File: src/verilog/led_dim_defs.svh
`ifndef LED_DIM_DEFS_SVH
`define LED_DIM_DEFS_SVH
// ----------------------------------------
// register map
// ----------------------------------------
`define REG_CTRL 4'h0
`define REG_STATUS 4'h4
`define CTRL_RESET 6'h20
// ----------------------------------------
// timing
// ----------------------------------------
`define CLK_MHZ 40
`define PWM_SHORT_US 10
`define PWM_SHORT_CYC (`PWM_SHORT_US * `CLK_MHZ)
`define TIMEOUT_NS 6500
`define TIMEOUT_CYC ((`TIMEOUT_NS * `CLK_MHZ) / 1000)
`define STOP_PULSES 3'd4
// ----------------------------------------
// setpoint scale, 1023 is full (1 V)
// ----------------------------------------
`define SP_FULL 10'h3ff
`define SP_93 10'h3b8
`define SP_15 10'h099
`define CLAMP_1 10'h00a
`define CLAMP_5 10'h033
`define CLAMP_8 10'h052
`define ANALOG_DIM_INPUT_MIN 10'h0e0
`define ANALOG_DIM_INPUT_EN 10'h100
`define ANALOG_DIM_INPUT_FS 10'h300
`endif

File: src/verilog/led_dim_pkg.sv
package led_dim_pkg;
	// switching sequence, gray along idle-on-off-fault
	typedef enum logic [1:0] {
		ST_IDLE = 2'b00,
		ST_ON = 2'b01,
		ST_OFF = 2'b11,
		ST_FAULT = 2'b10
	} sw_state_type;
	// software control word
	typedef struct packed {
		logic enable;
		logic cv_option;
		logic hl_extra;
		logic curve_sel;
		logic [1:0] clamp_sel;
	} ctrl_type;
	// comparator bundle from the power stage
	typedef struct packed {
		logic cs_limit;
		logic cs_stop;
		logic valley;
		logic zcd_high;
		logic line_high;
		logic pwm_open;
		logic demag;
		logic pwm;
	} sense_type;
endpackage : led_dim_pkg

File: src/verilog/led_dimming_valley_control.sv
`timescale 1ns/1ps
`include "led_dim_defs.svh"
module led_dimming_valley_control #(
	parameter int LOW_OFF_CYC = 1000000,
	parameter int SHORT_HOLD_CYC = 800000,
	parameter int LOSS_CYC = 1000000,
	parameter int RECOVER_CYC = 160000000,
	parameter int BLANK_SHORT_CYC = 8,
	parameter int BLANK_MAIN_CYC = 16,
	parameter int MAX_ON_CYC = 1000,
	parameter int FF_OFF_CYC = 400
) (
	input wire logic sys_clk,
	input wire logic rst_n,
	input wire logic [3:0] avs_address,
	input wire logic avs_read,
	input wire logic avs_write,
	input wire logic [31:0] avs_writedata,
	output logic [31:0] avs_readdata,
	output logic avs_waitrequest,
	input wire led_dim_pkg::sense_type sense_pins,
	input wire logic [9:0] analog_dim_input,
	output logic gate_drive_output,
	output logic [9:0] current_setpoint,
	output logic reduced_voltage_regulation_flag,
	output logic sense_offset_current,
	output logic fault_out
);
	import led_dim_pkg::*;

	// ----------------------------------------
	// functions
	// ----------------------------------------
	// scaled product of two unit fractions
	function automatic logic [9:0] frac_mul(input logic [9:0] a,
		input logic [9:0] b);
		logic [19:0] p;
		p = a * b;
		return p[19:10];
	endfunction : frac_mul

	// square-law lightness curve or straight line
	function automatic logic [9:0] shape(input logic [9:0] x,
		input logic sel);
		return sel ? frac_mul(x, x) : x;
	endfunction : shape

	// setpoint below which valley v is left (falling)
	function automatic logic [9:0] down_th(input logic [2:0] v);
		case (v)
			3'd1: return 10'h333;
			3'd2: return 10'h299;
			3'd3: return 10'h200;
			default: return 10'h100;
		endcase
	endfunction : down_th

	// setpoint at or above which valley v+1 returns to v
	function automatic logic [9:0] up_th(input logic [2:0] v);
		case (v)
			3'd1: return 10'h399;
			3'd2: return 10'h300;
			3'd3: return 10'h266;
			default: return 10'h166;
		endcase
	endfunction : up_th

	// ----------------------------------------
	// pin synchronisers
	// ----------------------------------------
	sense_type s1_r; // first stage, read only by s2_r
	sense_type s2_r; // safe copy
	logic pwm_d_r; // for edge detection
	always_ff @(posedge sys_clk) begin
		if (!rst_n) begin
			s1_r <= '0;
			s2_r <= '0;
			pwm_d_r <= 1'b0;
		end else begin
			s1_r <= sense_pins;
			s2_r <= s1_r;
			pwm_d_r <= s2_r.pwm;
		end
	end
	logic pwm_rise;
	logic pwm_fall;
	assign pwm_rise = s2_r.pwm & ~pwm_d_r;
	assign pwm_fall = ~s2_r.pwm & pwm_d_r;

	// ----------------------------------------
	// avalon slave
	// ----------------------------------------
	ctrl_type ctrl_r; // control word
	logic ack_r; // second cycle of an access
	logic [31:0] status_w;
	// one wait cycle, then the access completes
	assign avs_waitrequest = (avs_read | avs_write) & ~ack_r;
	always_ff @(posedge sys_clk) begin
		if (!rst_n) begin
			ack_r <= 1'b0;
			ctrl_r <= `CTRL_RESET;
			avs_readdata <= 32'h0000_0000;
		end else begin
			ack_r <= (avs_read | avs_write) & ~ack_r;
			// write lands only at the accepting edge, waitrequest low
			if (avs_write && ack_r && avs_address == `REG_CTRL) begin
				ctrl_r <= avs_writedata[5:0];
			end
			// unmapped reads return zero
			if (avs_read && !ack_r) begin
				case (avs_address)
					`REG_CTRL: avs_readdata <= {26'h0, ctrl_r};
					`REG_STATUS: avs_readdata <= status_w;
					default: avs_readdata <= 32'h0000_0000;
				endcase
			end
		end
	end

	// ----------------------------------------
	// pwm duty measurement
	// ----------------------------------------
	logic [19:0] hi_cnt_r; // high time, fast clock
	logic [19:0] per_cnt_r; // period since last rise
	logic [19:0] low_cnt_r; // continuous low time
	logic [19:0] short_cnt_r; // time with short on-times
	logic short_r; // last on-time under 10 us
	logic seen_r; // a rising edge has been measured
	always_ff @(posedge sys_clk) begin
		if (!rst_n) begin
			hi_cnt_r <= 20'h0_0000;
			per_cnt_r <= 20'h0_0000;
			low_cnt_r <= 20'h0_0000;
			short_cnt_r <= 20'h0_0000;
			short_r <= 1'b0;
			seen_r <= 1'b0;
		end else begin
			// both counters saturate rather than wrap
			if (pwm_rise) begin
				per_cnt_r <= 20'h0_0001;
				hi_cnt_r <= 20'h0_0000;
				seen_r <= 1'b1;
			end else begin
				if (per_cnt_r != 20'hf_ffff)
					per_cnt_r <= per_cnt_r + 20'h0_0001;
				if (s2_r.pwm && hi_cnt_r != 20'hf_ffff)
					hi_cnt_r <= hi_cnt_r + 20'h0_0001;
			end
			if (s2_r.pwm)
				low_cnt_r <= 20'h0_0000;
			else if (low_cnt_r != 20'hf_ffff)
				low_cnt_r <= low_cnt_r + 20'h0_0001;
			if (pwm_fall)
				short_r <= hi_cnt_r < 20'(`PWM_SHORT_CYC);
			if (!short_r && s2_r.pwm)
				short_cnt_r <= 20'h0_0000;
			else if (short_cnt_r != 20'hf_ffff)
				short_cnt_r <= short_cnt_r + 20'h0_0001;
			// waveform gone: forget the old duty
			if (per_cnt_r >= 20'(LOSS_CYC))
				seen_r <= 1'b0;
		end
	end
	logic pwm_low_off;
	logic pwm_short;
	assign pwm_low_off = low_cnt_r >= 20'(LOW_OFF_CYC);
	assign pwm_short = short_cnt_r >= 20'(SHORT_HOLD_CYC);

	// ----------------------------------------
	// duty divider, restoring, 10 fraction bits
	// ----------------------------------------
	logic [20:0] rem_r;
	logic [19:0] div_r; // latched period
	logic [10:0] quo_r;
	logic [3:0] step_r; // 0 means idle
	logic done_r; // one-cycle quotient strobe
	logic [20:0] rem_sh;
	assign rem_sh = {rem_r[19:0], 1'b0};
	always_ff @(posedge sys_clk) begin
		if (!rst_n) begin
			rem_r <= '0;
			div_r <= '0;
			quo_r <= '0;
			step_r <= 4'h0;
			done_r <= 1'b0;
		end else begin
			done_r <= 1'b0;
			// first rise after reset or loss has no whole period behind it
			if (pwm_rise && seen_r && per_cnt_r != 20'h0_0000) begin
				rem_r <= {1'b0, hi_cnt_r};
				div_r <= per_cnt_r;
				quo_r <= {10'h000, hi_cnt_r >= per_cnt_r};
				step_r <= 4'hA;
			end else if (step_r != 4'h0) begin
				if (rem_sh >= {1'b0, div_r}) begin
					rem_r <= rem_sh - {1'b0, div_r};
					quo_r <= {quo_r[9:0], 1'b1};
				end else begin
					rem_r <= rem_sh;
					quo_r <= {quo_r[9:0], 1'b0};
				end
				step_r <= step_r - 4'h1;
				done_r <= step_r == 4'h1;
			end
		end
	end

	// ----------------------------------------
	// ripple filter, first order, gain 1/8
	// ----------------------------------------
	logic [12:0] filt_r; // eight times the duty
	logic [9:0] q_sat;
	// full duty or over 93% counts as full scale
	assign q_sat = (quo_r[10] || quo_r[9:0] > `SP_93) ? `SP_FULL
		: quo_r[9:0];
	always_ff @(posedge sys_clk) begin
		if (!rst_n)
			filt_r <= 13'h1ff8;
		else if (done_r)
			filt_r <= filt_r - {3'b000, filt_r[12:3]}
				+ {3'b000, q_sat};
	end

	// ----------------------------------------
	// setpoint composition
	// ----------------------------------------
	logic pwm_full; // pwm contributes 100%
	logic [9:0] pwm_val;
	logic [9:0] ana_lin;
	logic [9:0] ana_val;
	logic [9:0] clamp_val;
	logic [9:0] prod;
	logic [9:0] sp_nxt;
	logic ana_below_en;
	assign ana_below_en = analog_dim_input < `ANALOG_DIM_INPUT_EN;
	assign pwm_full = s2_r.pwm_open | ~seen_r;
	assign pwm_val = pwm_full ? `SP_FULL
		: shape(filt_r[12:3], ctrl_r.curve_sel);
	// span of 512 codes doubled to full scale
	always_comb begin
		if (analog_dim_input >= `ANALOG_DIM_INPUT_FS)
			ana_lin = `SP_FULL;
		else if (ana_below_en)
			ana_lin = 10'h000;
		else
			ana_lin = 10'((analog_dim_input - `ANALOG_DIM_INPUT_EN) << 1);
	end
	assign ana_val = shape(ana_lin, ctrl_r.curve_sel);
	always_comb begin
		case (ctrl_r.clamp_sel)
			2'd1: clamp_val = `CLAMP_1;
			2'd2: clamp_val = `CLAMP_5;
			2'd3: clamp_val = `CLAMP_8;
			default: clamp_val = 10'h000;
		endcase
	end
	assign prod = frac_mul(ana_val, pwm_val) | {10{ana_val == `SP_FULL
		&& pwm_val == `SP_FULL}};
	always_comb begin
		if (analog_dim_input < `ANALOG_DIM_INPUT_MIN)
			sp_nxt = clamp_val;
		else if (prod < clamp_val)
			sp_nxt = clamp_val;
		else
			sp_nxt = prod;
	end
	always_ff @(posedge sys_clk) begin
		if (!rst_n)
			current_setpoint <= `SP_FULL;
		else
			current_setpoint <= sp_nxt;
	end

	// ----------------------------------------
	// reduced regulation flag and offset
	// ----------------------------------------
	sw_state_type st_r;
	always_ff @(posedge sys_clk) begin
		if (!rst_n) begin
			reduced_voltage_regulation_flag <= 1'b0;
			sense_offset_current <= 1'b0;
		end else begin
			// clears as soon as both conditions are gone
			reduced_voltage_regulation_flag <= ana_below_en
				| pwm_short;
			// offset only while demagnetising, keeps valleys visible
			sense_offset_current <= reduced_voltage_regulation_flag
				& s2_r.demag & (st_r == ST_OFF);
		end
	end

	// ----------------------------------------
	// valley selection with hysteresis
	// ----------------------------------------
	logic [2:0] vbase_r; // 1..5 on the low line scale
	logic first_r; // force first valley after enable
	logic run_en;
	logic run_d_r;
	logic dimming;
	logic free_run;
	logic [2:0] vsel;
	assign dimming = current_setpoint != `SP_FULL;
	assign run_en = ctrl_r.enable & ~pwm_low_off & ~fault_out
		& ~(ana_below_en & ~ctrl_r.cv_option);
	always_ff @(posedge sys_clk) begin
		if (!rst_n) begin
			vbase_r <= 3'd1;
			first_r <= 1'b0;
			run_d_r <= 1'b0;
		end else begin
			run_d_r <= run_en;
			if (vbase_r < 3'd5 && current_setpoint < down_th(vbase_r))
				vbase_r <= vbase_r + 3'd1;
			else if (vbase_r > 3'd1
				&& current_setpoint >= up_th(vbase_r - 3'd1))
				vbase_r <= vbase_r - 3'd1;
			if (run_en && !run_d_r && dimming)
				first_r <= 1'b1;
			else if (st_r == ST_OFF && s2_r.zcd_high)
				first_r <= 1'b0;
		end
	end
	// high line adds one valley, option adds another
	assign vsel = first_r ? 3'd1 : vbase_r + {2'b00, s2_r.line_high}
		+ {2'b00, s2_r.line_high & ctrl_r.hl_extra};
	assign free_run = ~first_r & (current_setpoint < `SP_15);

	// ----------------------------------------
	// switching sequence
	// ----------------------------------------
	logic [27:0] tmr_r; // on, off or recovery timer
	logic [2:0] vcnt_r; // valleys seen in this off time
	logic [2:0] stop_cnt_r; // consecutive 140% pulses
	logic stop_hit_r; // 140% seen in this pulse
	logic valley_d_r;
	logic valley_ev;
	logic [27:0] nxt_tmr;
	assign nxt_tmr = tmr_r + 28'h000_0001;
	// a missing valley is stood in for by the time-out
	assign valley_ev = (s2_r.valley & ~valley_d_r)
		| (tmr_r == 28'(`TIMEOUT_CYC));
	always_ff @(posedge sys_clk) begin
		if (!rst_n) begin
			st_r <= ST_IDLE;
			tmr_r <= '0;
			vcnt_r <= 3'd0;
			stop_cnt_r <= 3'd0;
			stop_hit_r <= 1'b0;
			valley_d_r <= 1'b0;
			gate_drive_output <= 1'b0;
			fault_out <= 1'b0;
		end else begin
			valley_d_r <= s2_r.valley;
			unique case (st_r)
				ST_IDLE: begin
					if (run_en) begin
						st_r <= ST_ON;
						tmr_r <= '0;
						stop_hit_r <= 1'b0;
						gate_drive_output <= 1'b1;
					end
				end
				ST_ON: begin
					tmr_r <= nxt_tmr;
					if (tmr_r >= 28'(BLANK_SHORT_CYC) && s2_r.cs_stop)
						stop_hit_r <= 1'b1;
					// limit ends the pulse for the rest of the cycle
					if ((tmr_r >= 28'(BLANK_MAIN_CYC) && s2_r.cs_limit)
						|| tmr_r >= 28'(MAX_ON_CYC) || !run_en) begin
						gate_drive_output <= 1'b0;
						tmr_r <= '0;
						vcnt_r <= 3'd0;
						if (stop_hit_r && stop_cnt_r == `STOP_PULSES - 3'd1)
						begin
							st_r <= ST_FAULT;
							fault_out <= 1'b1;
							stop_cnt_r <= 3'd0;
						end else begin
							st_r <= run_en ? ST_OFF : ST_IDLE;
							stop_cnt_r <= stop_hit_r ? stop_cnt_r + 3'd1
								: 3'd0;
						end
					end
				end
				ST_OFF: begin
					// free run needs an unbroken off timer, valleys ignored
					tmr_r <= (valley_ev && !free_run) ? '0 : nxt_tmr;
					if (valley_ev)
						vcnt_r <= vcnt_r + 3'd1;
					if (!run_en) begin
						st_r <= ST_IDLE;
					end else if (free_run ? tmr_r >= 28'(FF_OFF_CYC)
						: (valley_ev && vcnt_r + 3'd1 >= vsel)) begin
						st_r <= ST_ON;
						tmr_r <= '0;
						stop_hit_r <= 1'b0;
						gate_drive_output <= 1'b1;
					end
				end
				ST_FAULT: begin
					// auto-recovery after the pause
					tmr_r <= nxt_tmr;
					if (tmr_r >= 28'(RECOVER_CYC)) begin
						st_r <= ST_IDLE;
						fault_out <= 1'b0;
						tmr_r <= '0;
					end
				end
			endcase
		end
	end

	// status word: state, valley, flags, setpoint
	assign status_w = {12'h000, st_r, vsel, first_r, free_run,
		reduced_voltage_regulation_flag, pwm_low_off, fault_out,
		current_setpoint};
endmodule : led_dimming_valley_control

File: config.mk
export PLATFORM = sky130hd
export DESIGN_NAME = led_dimming_valley_control
export DESIGN_NICKNAME = d
export VERILOG_FILES = /design/src/verilog/led_dim_pkg.sv /design/src/verilog/led_dimming_valley_control.sv
export VERILOG_INCLUDE_DIRS = /design/src /design/src/verilog
export SDC_FILE = /design/constraint.sdc
export NUM_CORES = 1
export LEC_CHECK = 0
export BUFFER_PORTS_ARGS = -buffer_cell sky130_fd_sc_hd__buf_4
export CAP_MARGIN = 20
export CORE_AREA = 2 2 194 196
export CTS_CLUSTER_SIZE = 12
export DETAILED_ROUTE_END_ITERATION = 10
export DIE_AREA = 0 0 196 198
export GPL_TIMING_DRIVEN = 1
export HOLD_SLACK_MARGIN = 0.12
export MAX_ROUTING_LAYER = met4
export PLACE_DENSITY = 0.83
export SLEW_MARGIN = 30
export SYNTH_ARGS = -nofsm -noshare
export SYNTH_HDL_FRONTEND = slang
export SYNTH_SLANG_ARGS = --single-unit
export TNS_END_PERCENT = 100
File: constraint.sdc
create_clock -name sys_clk -period 17.55 [get_ports sys_clk]
set_clock_uncertainty 0.1 [all_clocks]
set_input_delay 1.755 -clock sys_clk [delete_from_list [all_inputs] [get_ports sys_clk]]
set_output_delay 1.755 -clock sys_clk [all_outputs]
set_load 0.01 [all_outputs]
==> impl_metrics.json <==
{
  "yosys_warnings": 0,
  "whs_path_depth": 1,
  "crit_path_end_kind": "flip-flop",
  "cp_num_buf_inv": 11,
  "hold_path_end": "s2_r[7]",
  "routed_via_density": 6.124,
  "start_kind": "input port",
  "synthArstFlopShare_pct": 0,
  "worst_ep_arrival_time_ps": 15080,
  "fillers": 2918,
  "diodes": 0,
  "holdBufCountCts": 0,
  "routed_wl_mm": 56.06,
  "yosysTopAreaCell": "dfxtp_1",
  "cts_buffers": 26,
  "ys_seq_elements": 252,
  "cts.htree.levels": 1,
  "max_freq_ghz": 0.06776,
  "post_cts_resized": 0,
  "die_y_um": 198,
  "rsz0062_at_grt": "false",
  "synth.most_common_cell": "inv_1",
  "fin_setup_tns_ps": 0,
  "regToRegSetupSlack_ps": 3920,
  "core_mm2": 0.03696,
  "r2r_end": "current_setpoint[3]",
  "routedWlPerCell_um": 16.79,
  "wl_met1_mm": 24.48,
  "root_buffer": "clkbuf_16",
  "cp_max_fo": 43,
  "wl_met2_mm": 26.06,
  "final_cells": 3339,
  "critPathTopFamily": "adder cells",
  "insertion_delay_ps": 540,
  "synth_area_mm2": 0.02325,
  "reg2reg_from": "filt_r[9]",
  "yosysSeqAreaShare_pct": 21.70,
  "ys_types": 89,
  "cts_tree": "built",
  "min_path_type": "flip-flop to flip-flop",
  "fin_crit_ps": 14760,
  "post-route-period-util_pct": 84.09,
  "clock-sinks": 252,
  "grt_pass1_wl_mm": 93.56,
  "ant_nets": 0,
  "crit_path_frequent_cell": "fa_1",
  "postLayoutSetupSlackWorst_ps": 2792,
  "grt_max_degree": 75,
  "maxCapViolations": 0,
  "synth_cells": 2859,
  "place_worst_setup_slack_ps": 2281,
  "track_usage_pct": 29.62,
  "via_count": 20450,
  "drc": 0,
  "synth_top_area_share_pct": 21.70,
  "drtIter0Drc": 1465,
  "dp_hpwl_mm": 42.25,
  "clock_path_buffers": 3,
  "first_global_vias": 19760,
  "synth_commonest_cells": "312 x inv_1, 295 x nor2_1, 252 x dfxtp_1",
  "setup_viol": 0,
  "top_layer": "met4",
  "route.met3.wl_mm": 4.176,
  "path_clk_slew_ps": 60,
  "crit_slowest_cell": "a2bb2oi_1",
  "r2r_cells": 46,
  "path_class": "input port to flip-flop",
  "rows": 71,
  "dp.cells": 3301,
  "slew_headroom_pct": 33.74,
  "syn_to_final_growth_pct": 6.657,
  "synth-main-ff-cell": "dfxtp_1",
  "die_x_um": 196,
  "die_area_mm2": 0.03881,
  "maxSlewViolCount": 0,
  "cts_setup_buffers": 0,
  "drive_above_1_share_pct": 6.143,
  "place_congestion": 0.9464,
  "required_ps": 17870,
  "synth_area_leaders": "dfxtp_1 22%, fa_1 14%, ha_1 13%, inv_1 5.0%, nor2_1 4.8%",
  "synth_edf_count": 0,
  "drt_pass1_iterations": 8,
  "status": "finished clean",
  "report.final.hold_viol_count": 0,
  "antenna_found_initial": 2,
  "hold_path_startpoint": "s1_r[7]",
  "grt_overflow": 0,
  "layout.nets": 3327,
  "tightest_slew_ps": 989.6,
  "syn_area_per_cell_um2": 8.132,
  "num_io_pins": 105,
  "cp_slowest_stage_delay_ps": 580,
  "port_buffers": 66,
  "initial_core_util_pct": 62.91
}
==> state kept, by name, indices dropped and copies added, names as in the netlist, 2 cells and up <==
signal,cells
tmr_r,28
avs_readdata,20
div_r,20
hi_cnt_r,20
low_cnt_r,20
per_cnt_r,20
rem_r,20
short_cnt_r,20
filt_r,13
quo_r,11
current_setpoint,10
s1_r,8
s2_r,8
ctrl_r,6
step_r,4
stop_cnt_r,3
vbase_r,3
vcnt_r,3
st_r,2
==> kinds of logic (layout without fill, tap and decap cells) <==
family	after synthesis	in the layout	synth area share [%]
compound gates	617	617	16.86
xor+xnor	106	106	3.993
fa+ha+maj	416	416	27.69
buf+inv	439	433	7.287
flops	252	252	21.70
mux	30	30	1.345
other cells	1	13	0.01613
simple gates	998	998	21.11
==> through the flow <==
stage / util [%] / instance area, um2 / hold slack [ps]
finish: 67.10 / 24800 / 333.1
global route: 67.10 / 24800 / 349.5
CTS: 67.06 / 24780 / 334.7
detailed placement: 64.98 / 24010 / 319.9
global placement: 64.95 / 24000 / 317.3
floorplan: - / 23290 / 311.9
==> per-layer routing <==
layer | vias up | global-route usage [%]
met5 | - | -
met4 | 0 | 7.969
met3 | 111 | 4.667
met2 | 743 | 48.71
met1 | 9803 | 38.21
li1 | 9790 | -
==> worst max-delay path by stage <==
| stage | start | end | slack (ps) | cells past startpoint |
|---|---|---|---|---|
| after floorplan | analog_dim_input[9] | current_setpoint[3] | 3620 | 49 |
| final | analog_dim_input[9] | current_setpoint[3] | 2790 | 48 |
| after CTS | analog_dim_input[9] | current_setpoint[3] | 2820 | 48 |
| after detailed placement | analog_dim_input[9] | current_setpoint[3] | 2280 | 48 |
| after global routing | analog_dim_input[9] | current_setpoint[0] | 2100 | 51 |
| after global placement | analog_dim_input[9] | current_setpoint[3] | 2510 | 48 |
==> layout by cell type, fill, tap and decap left out, types with 27 or more instances in the layout <==
cell type	count
a21o_1	44
a21oi_1	196
and2_1	39
and3_1	35
buf_4	82
clkbuf_16	27
dfxtp_1	252
fa_1	165
ha_1	249
inv_1	311
nand2_1	226
nand2b_1	47
nand3_1	83
nand4_1	40
nor2_1	295
nor2b_1	32
nor3_1	58
o211ai_1	31
o21ai_0	134
or3_1	28
xnor2_1	60
xor2_1	46
==> area by class of cell <==
type	count	area (um2)	area share (%)
timing repair buffer	82	615.6	2.482
sequential	252	5045	20.34
multi-input combinational	2180	16600	66.94
clock buffer	35	725.7	2.926
inverter	313	1176	4.743
tap	474	593.1	2.392
clock inverter	3	43.79	0.1766
Power is not shown: default switching activity piles up to over one toggle a cycle in this logic, so the estimate is an artifact.
